**src/rse_pkg.sv**
```systemverilog
package rse_pkg;
	// termination codes in byte 0 bits 7:6
	localparam logic [1:0] RSE_TERM_NORMAL = 2'h0;
	localparam logic [1:0] RSE_TERM_ABNORMAL = 2'h1;
	localparam logic [1:0] RSE_TERM_INVALID = 2'h2;
	localparam logic [1:0] RSE_TERM_POLLING = 2'h3;
	// byte 0 field positions
	localparam int RSE_B0_TERM_HI = 7;
	localparam int RSE_B0_TERM_LO = 6;
	localparam int RSE_B0_POS_DONE = 5;
	localparam int RSE_B0_EQUIP = 4;
	localparam int RSE_B0_HEAD = 2;
	localparam int RSE_B0_DRV_HI = 1;
	// byte 1 field positions
	localparam int RSE_B1_END_TRACK = 7;
	localparam int RSE_B1_CRC_ANY = 5;
	localparam int RSE_B1_OVERRUN = 4;
	localparam int RSE_B1_SECT_MISS = 2;
	localparam int RSE_B1_WR_BLOCK = 1;
	localparam int RSE_B1_NO_ID = 0;
	// byte 2 field positions
	localparam int RSE_B2_DEL_MISM = 6;
	localparam int RSE_B2_FIELD_CRC = 5;
	localparam int RSE_B2_TRK_MISM = 4;
	localparam int RSE_B2_BAD_TRK = 1;
	localparam int RSE_B2_NO_DATA = 0;
	// constants
	localparam logic [7:0] RSE_BAD_TRACK_ID = 8'hFF;
	localparam logic [7:0] RSE_BYTE_RESET = 8'h00;
	localparam logic [7:0] RSE_LAST_SECTOR = 8'hFF;
	localparam logic [1:0] RSE_INDEX_LIMIT = 2'h2;
	localparam logic [1:0] RSE_IDX_ZERO = 2'h0;
	localparam logic [1:0] RSE_IDX_ONE = 2'h1;
	localparam logic [1:0] RSE_RES_COUNT = 2'h3;
	// command classes seen by the encoder
	typedef enum logic [2:0] {
		RSE_CMD_OTHER = 3'b000,
		RSE_CMD_READ = 3'b001,
		RSE_CMD_READ_DEL = 3'b010,
		RSE_CMD_WRITE = 3'b011,
		RSE_CMD_FORMAT = 3'b100,
		RSE_CMD_READ_ID = 3'b101,
		RSE_CMD_READ_TRACK = 3'b110,
		RSE_CMD_POSITION = 3'b111
	} rse_cmd_e;
	// result read-out states
	typedef enum logic [1:0] {
		RSE_ST_IDLE = 2'b00,
		RSE_ST_EXEC = 2'b01,
		RSE_ST_RESULT = 2'b10
	} rse_state_e;
endpackage

```
**src/rse_result_status_encoder.sv**
```systemverilog
`timescale 1ns/1ns
// Functional notes
// - result bytes 0,1,2 presented one after another through data register
// - byte 0 bits 7:6 hold termination code normal/abnormal/invalid/polling
// - byte 0 bit 5 set when seek, relative seek or recalibrate done
// - byte 0 bit 4 set on track zero failure or outward overstep
// - byte 0 shows head in bit 2 and drive number in 1:0
// - unused bits of all three bytes always read zero
// - byte 1 bit 7 on access to sector 255 or transfer without terminal count
// - byte 1 bit 5 on CRC error in id or data field
// - byte 1 bit 4 on late host or DMA service
// - byte 1 bit 2 when sector, id or sequence not found
// - byte 1 bit 1 when write protect high during write or format
// - byte 1 bit 0 when no id mark after two index pulses, or no data mark
// - byte 2 bit 6 on data mark kind opposite to the read command
// - byte 2 bit 5 on CRC error in data field
// - byte 2 bit 4 when id track differs from internal track
// - byte 2 bit 1 when id track differs and equals FF
// - byte 2 bit 0 when no data or deleted mark found
// - implicit termination reports abnormal termination
module rse_result_status_encoder
	import rse_pkg::*;
(
	// clock and reset
	input wire logic clk,
	input wire logic reset_n,
	// command executor
	input wire logic cmdStart,
	input wire rse_pkg::rse_cmd_e cmdClass,
	input wire logic cmdInvalid,
	input wire logic cmdDone,
	input wire logic pollAbort,
	input wire logic headAddr,
	input wire logic [1:0] driveNumber,
	input wire logic [7:0] internalTrack,
	// executor condition events, one-cycle pulses
	input wire logic recalStepsDone,
	input wire logic relSeekPastZero,
	input wire logic sectorAccess,
	input wire logic [7:0] sectorNumber,
	input wire logic terminalCount,
	input wire logic idCrcFault,
	input wire logic dataCrcFault,
	input wire logic serviceLate,
	input wire logic sectorNotFound,
	input wire logic idReadFault,
	input wire logic sequenceFault,
	input wire logic idMarkSeen,
	input wire logic dataMarkSeen,
	input wire logic deletedMarkSeen,
	input wire logic dataMarkAbsent,
	input wire logic idValid,
	input wire logic [7:0] idTrack,
	// drive pins
	input wire logic trackZeroInput,
	input wire logic writeProtectInput,
	input wire logic rotationPulseInput_n,
	// host result read-out
	input wire logic resultRead,
	output logic resultValid,
	output logic [7:0] resultData,
	output logic resultLast
);
	// ------------------------------------------------------------
	// synchronised drive pins
	// ------------------------------------------------------------
	logic trackZeroSync;
	logic writeProtectSync;
	logic indexSync_n;

	rse_sync uTrackZero (.clk(clk), .reset_n(reset_n), .pinIn(trackZeroInput),
		.pinSync(trackZeroSync));
	rse_sync uWp (.clk(clk), .reset_n(reset_n), .pinIn(writeProtectInput),
		.pinSync(writeProtectSync));
	rse_sync uIdx (.clk(clk), .reset_n(reset_n), .pinIn(rotationPulseInput_n),
		.pinSync(indexSync_n));

	// ------------------------------------------------------------
	// state
	// ------------------------------------------------------------
	typedef struct packed {
		rse_state_e state;
		logic [1:0] term;
		logic idxPrev_n;
		logic [1:0] idxCount;
		logic idFound;
		logic countSeen;
		logic [1:0] byteSel;
		logic [7:0] data;
	} rse_core_s;
	rse_core_s state_q;
	rse_core_s state_d;

	// ------------------------------------------------------------
	// condition events
	// ------------------------------------------------------------
	localparam int NFLAG = 13;
	logic [NFLAG-1:0] flagSet;
	logic [NFLAG-1:0] flags;
	logic isRead;
	logic isWrite;
	logic indexEdge;
	logic trkDiff;
	logic endNoCount;
	logic anyError;
	logic [NFLAG-1:0] flagsNext;
	logic [1:0] termNext;

	assign isRead = (cmdClass == RSE_CMD_READ) || (cmdClass == RSE_CMD_READ_DEL);
	assign isWrite = (cmdClass == RSE_CMD_WRITE) || (cmdClass == RSE_CMD_FORMAT);
	// index is active low; count its falling edges
	assign indexEdge = state_q.idxPrev_n && !indexSync_n;
	assign trkDiff = idValid && (idTrack != internalTrack);
	// read or write data ended without terminal count
	assign endNoCount = cmdDone && !state_q.countSeen && (state_q.state == RSE_ST_EXEC)
		&& ((cmdClass == RSE_CMD_READ) || (cmdClass == RSE_CMD_WRITE));
	wire execOn = (state_q.state == RSE_ST_EXEC);

	always_comb begin
		flagSet = '0;
		flagSet[0] = execOn && (cmdClass == RSE_CMD_POSITION) && cmdDone;
		flagSet[1] = execOn && ((recalStepsDone && !trackZeroSync)
			|| relSeekPastZero);
		flagSet[2] = execOn && ((sectorAccess && sectorNumber == RSE_LAST_SECTOR)
			|| endNoCount);
		flagSet[3] = execOn && (idCrcFault || dataCrcFault);
		flagSet[4] = execOn && serviceLate;
		flagSet[5] = execOn && ((isRead && sectorNotFound)
			|| (cmdClass == RSE_CMD_READ_ID && idReadFault)
			|| (cmdClass == RSE_CMD_READ_TRACK && sequenceFault));
		flagSet[6] = execOn && isWrite && writeProtectSync;
		flagSet[7] = execOn && ((indexEdge && !state_q.idFound
			&& state_q.idxCount == RSE_IDX_ONE) || dataMarkAbsent);
		flagSet[8] = execOn && ((cmdClass == RSE_CMD_READ && deletedMarkSeen)
			|| (cmdClass == RSE_CMD_READ_DEL && dataMarkSeen));
		flagSet[9] = execOn && dataCrcFault;
		flagSet[10] = execOn && trkDiff;
		flagSet[11] = execOn && trkDiff && idTrack == RSE_BAD_TRACK_ID;
		flagSet[12] = execOn && dataMarkAbsent;
	end

	// one sticky bit per condition, cleared as each command starts
	genvar gi;
	generate
		for (gi = 0; gi < NFLAG; gi++) begin : gFlag
			rse_sticky uFlag (.clk(clk), .reset_n(reset_n), .setIn(flagSet[gi]),
				.clearIn(cmdStart), .flag(flags[gi]));
		end
	endgenerate

	// an error in the final cycle still counts toward the code
	assign anyError = |flags[NFLAG-1:1] || |flagSet[NFLAG-1:1];

	// next flag values: the byte registered at cmdDone must already show
	// events of that same cycle, since the host may take it at once
	assign flagsNext = flagSet | (flags & {NFLAG{!cmdStart}});

	// ending code worked out one edge early for the same reason
	always_comb begin
		termNext = state_q.term;
		if (state_q.state == RSE_ST_IDLE && cmdStart) begin
			termNext = RSE_TERM_NORMAL;
		end else if (execOn && cmdDone) begin
			// invalid beats polling beats errors; overrun and end of
			// track land in the error term, giving abnormal
			if (cmdInvalid) begin
				termNext = RSE_TERM_INVALID;
			end else if (pollAbort) begin
				termNext = RSE_TERM_POLLING;
			end else if (anyError || endNoCount) begin
				termNext = RSE_TERM_ABNORMAL;
			end else begin
				termNext = RSE_TERM_NORMAL;
			end
		end
	end

	// ------------------------------------------------------------
	// byte assembly
	// ------------------------------------------------------------
	logic [7:0] byte0;
	logic [7:0] byte1;
	logic [7:0] byte2;

	// unused positions stay zero by construction
	always_comb begin
		byte0 = RSE_BYTE_RESET;
		byte1 = RSE_BYTE_RESET;
		byte2 = RSE_BYTE_RESET;
		byte0[RSE_B0_TERM_HI:RSE_B0_TERM_LO] = termNext;
		byte0[RSE_B0_POS_DONE] = flagsNext[0];
		byte0[RSE_B0_EQUIP] = flagsNext[1];
		byte0[RSE_B0_HEAD] = headAddr;
		byte0[RSE_B0_DRV_HI:0] = driveNumber;
		byte1[RSE_B1_END_TRACK] = flagsNext[2];
		byte1[RSE_B1_CRC_ANY] = flagsNext[3];
		byte1[RSE_B1_OVERRUN] = flagsNext[4];
		byte1[RSE_B1_SECT_MISS] = flagsNext[5];
		byte1[RSE_B1_WR_BLOCK] = flagsNext[6];
		byte1[RSE_B1_NO_ID] = flagsNext[7];
		byte2[RSE_B2_DEL_MISM] = flagsNext[8];
		byte2[RSE_B2_FIELD_CRC] = flagsNext[9];
		byte2[RSE_B2_TRK_MISM] = flagsNext[10];
		byte2[RSE_B2_BAD_TRK] = flagsNext[11];
		byte2[RSE_B2_NO_DATA] = flagsNext[12];
	end

	function automatic logic [7:0] pickByte(input logic [1:0] sel, input logic [7:0] b0,
		input logic [7:0] b1, input logic [7:0] b2);
		case (sel)
			2'h0: pickByte = b0;
			2'h1: pickByte = b1;
			default: pickByte = b2;
		endcase
	endfunction

	// ------------------------------------------------------------
	// sequencing
	// ------------------------------------------------------------
	always_comb begin
		state_d = state_q;
		state_d.idxPrev_n = indexSync_n;
		state_d.term = termNext;
		case (state_q.state)
			RSE_ST_IDLE: begin
				if (cmdStart) begin
					state_d.state = RSE_ST_EXEC;
					state_d.idxCount = RSE_IDX_ZERO;
					state_d.idFound = 1'b0;
					state_d.countSeen = 1'b0;
				end
			end
			RSE_ST_EXEC: begin
				if (terminalCount) begin
					state_d.countSeen = 1'b1;
				end
				if (idMarkSeen) begin
					state_d.idFound = 1'b1;
				end
				if (indexEdge && state_q.idxCount != RSE_INDEX_LIMIT) begin
					state_d.idxCount = state_q.idxCount + RSE_IDX_ONE;
				end
				if (cmdDone) begin
					state_d.state = RSE_ST_RESULT;
					state_d.byteSel = 2'h0;
				end
			end
			RSE_ST_RESULT: begin
				if (resultRead) begin
					if (state_q.byteSel == RSE_RES_COUNT - 2'h1) begin
						state_d.state = RSE_ST_IDLE;
					end else begin
						state_d.byteSel = state_q.byteSel + 2'h1;
					end
				end
			end
			default: state_d.state = RSE_ST_IDLE;
		endcase
		// registered read data tracks the selected byte
		state_d.data = pickByte(state_d.byteSel, byte0, byte1, byte2);
	end

	// register
	always_ff @(posedge clk or negedge reset_n) begin
		if (!reset_n) begin
			// edge history starts at the synchroniser's reset level: no false index edge
			state_q <= '{state: RSE_ST_IDLE, term: RSE_TERM_NORMAL, idxPrev_n: 1'b0,
				idxCount: RSE_IDX_ZERO, idFound: 1'b0, countSeen: 1'b0, byteSel: 2'h0,
				data: RSE_BYTE_RESET};
		end else begin
			state_q <= state_d;
		end
	end

	assign resultValid = (state_q.state == RSE_ST_RESULT);
	assign resultData = state_q.data;
	assign resultLast = resultValid && (state_q.byteSel == RSE_RES_COUNT - 2'h1);

	// ------------------------------------------------------------
	// checks
	// ------------------------------------------------------------
	unused_bits_a: assert property (@(posedge clk) disable iff (!reset_n)
		resultValid |-> (state_q.byteSel != 2'h0 || !resultData[3]))
		else $error("unused byte 0 bit set");
	byte_order_a: assert property (@(posedge clk) disable iff (!reset_n)
		(resultValid && resultRead && !resultLast) |=>
		(state_q.byteSel == $past(state_q.byteSel) + 2'h1))
		else $error("result bytes out of order");
	term_invalid_a: assert property (@(posedge clk) disable iff (!reset_n)
		(execOn && cmdDone && cmdInvalid) |=> (state_q.term == RSE_TERM_INVALID))
		else $error("invalid command code wrong");
	clear_start_a: assert property (@(posedge clk) disable iff (!reset_n)
		(cmdStart && !(|flagSet)) |=> (flags == '0))
		else $error("flags not cleared at start");
	crc_both_a: assert property (@(posedge clk) disable iff (!reset_n)
		(execOn && dataCrcFault && !cmdStart) |=> (flags[9] && flags[3]))
		else $error("data crc not recorded");
	bad_track_a: assert property (@(posedge clk) disable iff (!reset_n)
		(execOn && idValid && idTrack == RSE_BAD_TRACK_ID && internalTrack != RSE_BAD_TRACK_ID
		&& !cmdStart) |=> (flags[11] && flags[10]))
		else $error("bad track not recorded");
	abnormal_a: assert property (@(posedge clk) disable iff (!reset_n)
		(execOn && cmdDone && !cmdInvalid && !pollAbort && flags[4]) |=>
		(state_q.term == RSE_TERM_ABNORMAL))
		else $error("overrun not abnormal");
	write_block_a: assert property (@(posedge clk) disable iff (!reset_n)
		(execOn && isWrite && writeProtectSync && !cmdStart) |=> flags[6])
		else $error("write protect not recorded");
	pos_done_a: assert property (@(posedge clk) disable iff (!reset_n)
		(execOn && cmdDone && cmdClass == RSE_CMD_POSITION) |=> resultData[RSE_B0_POS_DONE])
		else $error("positioning done not shown");
	first_code_a: assert property (@(posedge clk) disable iff (!reset_n)
		(execOn && cmdDone) |=> (resultData[RSE_B0_TERM_HI:RSE_B0_TERM_LO] == state_q.term))
		else $error("first byte code stale");
	no_data_mark_a: assert property (@(posedge clk) disable iff (!reset_n)
		(execOn && dataMarkAbsent && !cmdStart) |=> (flags[12] && flags[7]))
		else $error("missing data mark not recorded");
endmodule // rse_result_status_encoder

```
**src/rse_sticky.sv**
```systemverilog
`timescale 1ns/1ns
// sticky condition bit: set wins over clear
module rse_sticky (
	// clock and reset
	input wire logic clk,
	input wire logic reset_n,
	// control
	input wire logic setIn,
	input wire logic clearIn,
	output logic flag
);
	typedef struct packed {
		logic flag;
	} rse_sticky_s;
	rse_sticky_s state_q;
	rse_sticky_s state_d;

	// an event landing on the clear cycle is kept
	always_comb begin
		state_d = state_q;
		if (setIn) begin
			state_d.flag = 1'b1;
		end else if (clearIn) begin
			state_d.flag = 1'b0;
		end
	end

	// register
	always_ff @(posedge clk or negedge reset_n) begin
		if (!reset_n) begin
			state_q <= '0;
		end else begin
			state_q <= state_d;
		end
	end

	assign flag = state_q.flag;
endmodule // rse_sticky

```
**src/rse_sync.sv**
```systemverilog
`timescale 1ns/1ns
// two-stage synchroniser for one drive pin
module rse_sync (
	// clock and reset
	input wire logic clk,
	input wire logic reset_n,
	// pin and result
	input wire logic pinIn,
	output logic pinSync
);
	typedef struct packed {
		logic stage1;
		logic stage2;
	} rse_sync_s;
	rse_sync_s state_q;
	rse_sync_s state_d;

	// first stage feeds only the second
	always_comb begin
		state_d = state_q;
		state_d.stage1 = pinIn;
		state_d.stage2 = state_q.stage1;
	end

	// register
	always_ff @(posedge clk or negedge reset_n) begin
		if (!reset_n) begin
			state_q <= '0;
		end else begin
			state_q <= state_d;
		end
	end

	assign pinSync = state_q.stage2;
endmodule // rse_sync

```
**config.mk**
```make
export PLATFORM = sky130hd
export DESIGN_NAME = rse_result_status_encoder
export DESIGN_NICKNAME = d
export VERILOG_FILES = /design/src/rse_pkg.sv /design/src/rse_result_status_encoder.sv /design/src/rse_sticky.sv /design/src/rse_sync.sv
export SDC_FILE = /design/constraint.sdc
export NUM_CORES = 1
export LEC_CHECK = 0
export BUFFER_PORTS_ARGS = -buffer_cell sky130_fd_sc_hd__buf_2
export CORE_ASPECT_RATIO = 1.2
export CORE_MARGIN = 10
export CORE_UTILIZATION = 30
export DETAILED_ROUTE_END_ITERATION = 16
export PLACE_DENSITY = 0.55
export SYNTH_ARGS = -nofsm -noshare
export SYNTH_HDL_FRONTEND = slang
export SYNTH_HIERARCHICAL = 1
export SYNTH_SLANG_ARGS = --single-unit
```
**constraint.sdc**
```tcl
create_clock -name clk -period 1.5 [get_ports clk]
set_input_delay 0.15 -clock clk [delete_from_list [all_inputs] [get_ports clk]]
set_output_delay 0.15 -clock clk [all_outputs]
set_load 0.005 [all_outputs]
```
==> results.py <==
metrics = {
    "power": {
        "p_int_mw": 3.25,
        "ir_drop_mv": 0.546,
        "p_sw_mw": 1.88,
        "sw_frac_of_total": 0.366,
        "pwr-share-clk": 0.153,
        "seqPwrFrac": 0.285,
        "finalPower_mw": 5.13,
        "p_per_area_nw_per_um2": 1520,
        "p_leak_nw": 1.78,
        "p_comb_frac": 0.562,
    },
    "final_layout": {
        "drive_above_1_share": 0.503,
        "syn_to_final_growth_pct": 56.7,
        "final_core_util": 0.489,
        "nNetsFinal": 407,
        "fillers": 653,
        "n_antenna_cell": 0,
    },
    "place": {
        "place.port_buffers": 63,
        "dp_hpwl_um": 4900,
        "gp_congestion": 0.836,
    },
    "setup_path": {
        "cpMaxStageDelayCell": "dfrtp_2",
        "worst_ep_arrival_time_ps": 1990,
        "cp-end-kind": "flop",
        "worstPathCellList": "ha_4, buf_6, o31a_1, nor4_2, nand4_1, buf_4, nor4_4, o41ai_2",
        "worstPathMaxFanout": 7,
        "startpoint_type": "flop",
        "crit_type": "reg2reg",
        "worst_ep_required_time_ps": 1680,
        "cp_slowest_stage_delay_ps": 450,
    },
    "run_status": {
        "status": "complete, but fails checks",
        "violations": "negative setup slack",
    },
    "drt": {
        "wl_um": 6460,
        "vias_per_cell": 4.73,
        "first_pass_iters": 4,
        "drc": 0,
        "ant_nets": 0,
        "wl_per_cell_um": 15.0,
        "first_iter_violations": 49,
        "vias": 2038,
    },
    "timing": {
        "fin_crit_sh": 1.21,
        "hold_viol_final": 0,
        "finalSetupViolCount": 12,
        "rsz0062_at_grt": "true",
        "hold_slack_ps": 55.5,
        "fmax_ghz": 0.552,
        "period_needed_ps": 1810,
        "report.final.slew_viol_count": 0,
        "skew_ps": 8.60,
        "layout_setup_ws_ps": -313,
    },
    "floorplanning": {
        "num_rows": 33,
        "die_h_um": 113,
        "die_w_um": 97.3,
        "die_area_um2": 11000,
        "core_um2": 6900,
        "initial_core_util": 0.312,
        "num_io_pins": 65,
    },
    "logic_synthesis": {
        "synth_top_cell_by_area": "dfrtp_1",
        "ys.flop_type": "dfrtp_1",
        "yosysMostFrequentCell": "dfrtp_1",
        "syn_area_um2": 2150,
        "synth_top_area_frac": 0.430,
        "synth.avg_cell_area_um2": 9.56,
        "synth_edf_count": 0,
        "ys_seq_elements": 37,
        "synth_nets": 289,
        "yosysSeqAreaShare": 0.430,
        "ys_types": 48,
        "synth_commonest_cells": "37 x dfrtp_1, 28 x inv_1, 16 x a21oi_1, 15 x nand2_1, 14 x a21o_1",
        "syn_inst": 225,
        "yosysWarnings": 6,
        "synthArstFlopShare": 1.00,
        "synth_area_leaders": "dfrtp_1 43%, ha_1 5.2%, a21o_1 4.9%",
    },
    "clocking": {
        "htreeDepth": 2,
        "cts.path.max_buffers": 2,
        "path_clk_slew_ps": 80,
        "clock-sinks": 37,
        "cts_tree": "built",
        "cts_buffers": 5,
        "worstSkewPairLatency_ps": 300,
        "root_buffer": "clkbuf_8",
    },
    "grt": {
        "grt_max_degree": 38,
        "grt_antenna_before_repair": 0,
        "track_usage": 0.110,
        "overflow": 0,
        "grt_pass1_vias": 2139,
        "grt_pass1_wl_um": 9960,
    },
    "flow_run": {
        "maxCapViolations": 0,
    },
    "worst_hold_path": {
        "hp-class": "in2reg",
    },
}
## registers in the layout, indices dropped and copies added (netlist names)
| name | cells |
|---|---|
| gFlag.uFlag/flag | 13 |
| state_q | 11 |
| resultData | 7 |
| uIdx/pinSync | 1 |
| uIdx/state_d | 1 |
| uTrackZero/pinSync | 1 |
| uTrackZero/state_d | 1 |
| uWp/pinSync | 1 |
| uWp/state_d | 1 |
## logic make-up (layout without fill, tap and decap cells)
family | count (synthesis) | in the layout | synth area share
AOI/OAI and AO/OA | 59 | 59 | 0.193
xor gates and xnor gates | 9 | 9 | 0.0367
adders and majority gates | 9 | 9 | 0.0524
buffers and inverters | 40 | 159 | 0.0861
DFF | 37 | 37 | 0.430
muxes | 3 | 3 | 0.0151
other | 1 | 1 | 0.00174
and+or+nand+nor | 67 | 67 | 0.185
## worst paths after layout
kind                                start       endpoint  slack [ps]  depth (start not counted)
min in group asynchronous         reset_n  resultData[5]         350                          3
max reg2reg                   state_q[17]    state_q[15]        -310                          8
min reg2reg                uWp/state_d[0]    uWp/pinSync         350                          0
max in group asynchronous         reset_n    state_q[17]         950                          3
max                           state_q[17]    state_q[15]        -310                          8
min                              headAddr  resultData[2]          60                          3
## worst max-delay path: cells and delay by family (launching register included)
kind | cells | cell delay, ps
adder cells (fa/ha/maj) | 1 | 180
AO/OA/AOI/OAI | 2 | 210
AND/OR/NAND/NOR | 3 | 550
flip-flops | 1 | 450
buffers and inverters | 2 | 310
## cell type report
type | count | area, um2 | area share
multi-input combinational | 148 | 1300 | 0.386
timing repair buffer | 123 | 827 | 0.245
inverter | 28 | 105 | 0.0312
tap | 87 | 109 | 0.0323
sequential | 37 | 927 | 0.275
clock inverter | 1 | 5.00 | 0.00148
clock buffer | 7 | 96.3 | 0.0286
## cell usage in the layout (no fill, tap or decap), types with 3 or more instances in the layout
| cell type | Yosys | final |
|---|---|---|
| buf_6 | 0 | 7 |
| a21o_1 | 14 | 14 |
| o21ai_0 | 5 | 4 |
| ha_4 | 0 | 3 |
| nand3b_1 | 3 | 3 |
| nand2_1 | 15 | 11 |
| a21oi_4 | 1 | 3 |
| buf_4 | 8 | 47 |
| o221ai_2 | 0 | 3 |
| ha_1 | 9 | 5 |
| inv_1 | 28 | 24 |
| dlygate4sd3_1 | 0 | 4 |
| a21oi_1 | 16 | 14 |
| inv_2 | 0 | 4 |
| nand4b_1 | 3 | 3 |
| a22o_1 | 4 | 3 |
| and2_1 | 7 | 6 |
| o21ai_2 | 0 | 3 |
| nor2_1 | 5 | 5 |
| dfrtp_1 | 37 | 36 |
| xor2_1 | 8 | 8 |
| nand4_1 | 5 | 5 |
| nor3_2 | 0 | 3 |
| buf_2 | 4 | 63 |
| clkbuf_8 | 0 | 7 |
## per-stage QoR
step                      instance area (um2)  std cells  worst slack (ps)  setup TNS (ps)
after floorplan                          2180        225             -84.6            -430
after global placement                   2850        406              -333           -2450
after detailed placement                 2850        406              -307           -2540
after CTS                                3130        424              -276           -2100
after global routing                     3370        431              -402           -2520
final                                    3370        431              -313           -1450
## power groups by stage
stage                     Clock, mW  Sequential, mW  Combinational (mW)
after detailed placement          0            1.47                2.15
after CTS                     0.798            1.45                2.40
after floorplan                   0            1.45                1.28
after global routing          0.845            1.50                3.16
after global placement            0            1.46                2.14
final                         0.785            1.46                2.88
## per-layer routing
layer / global-route usage / vias to the layer above / wire, um / part of all wire
met1: 0.116 / 985 / 2520 / 0.39
met4: 0.0350 / 0 / 76 / 0.012
met5: 0 / - / 0 / 0
met3: 0.0256 / 5 / 227 / 0.035
met2: 0.211 / 32 / 3640 / 0.56
li1: - / 1016 / - / -
## what timing repair did
item                                   CTS  global route
pin swaps                                5            20
endpoints found under the hold margin   40             0
hold buffers                             4             0
gates resized for setup                 18            37
setup endpoints to repair               15            22
gates cloned                             0             0
setup buffers                            6             7
No activity file was read; power rests on OpenSTA's default activity.
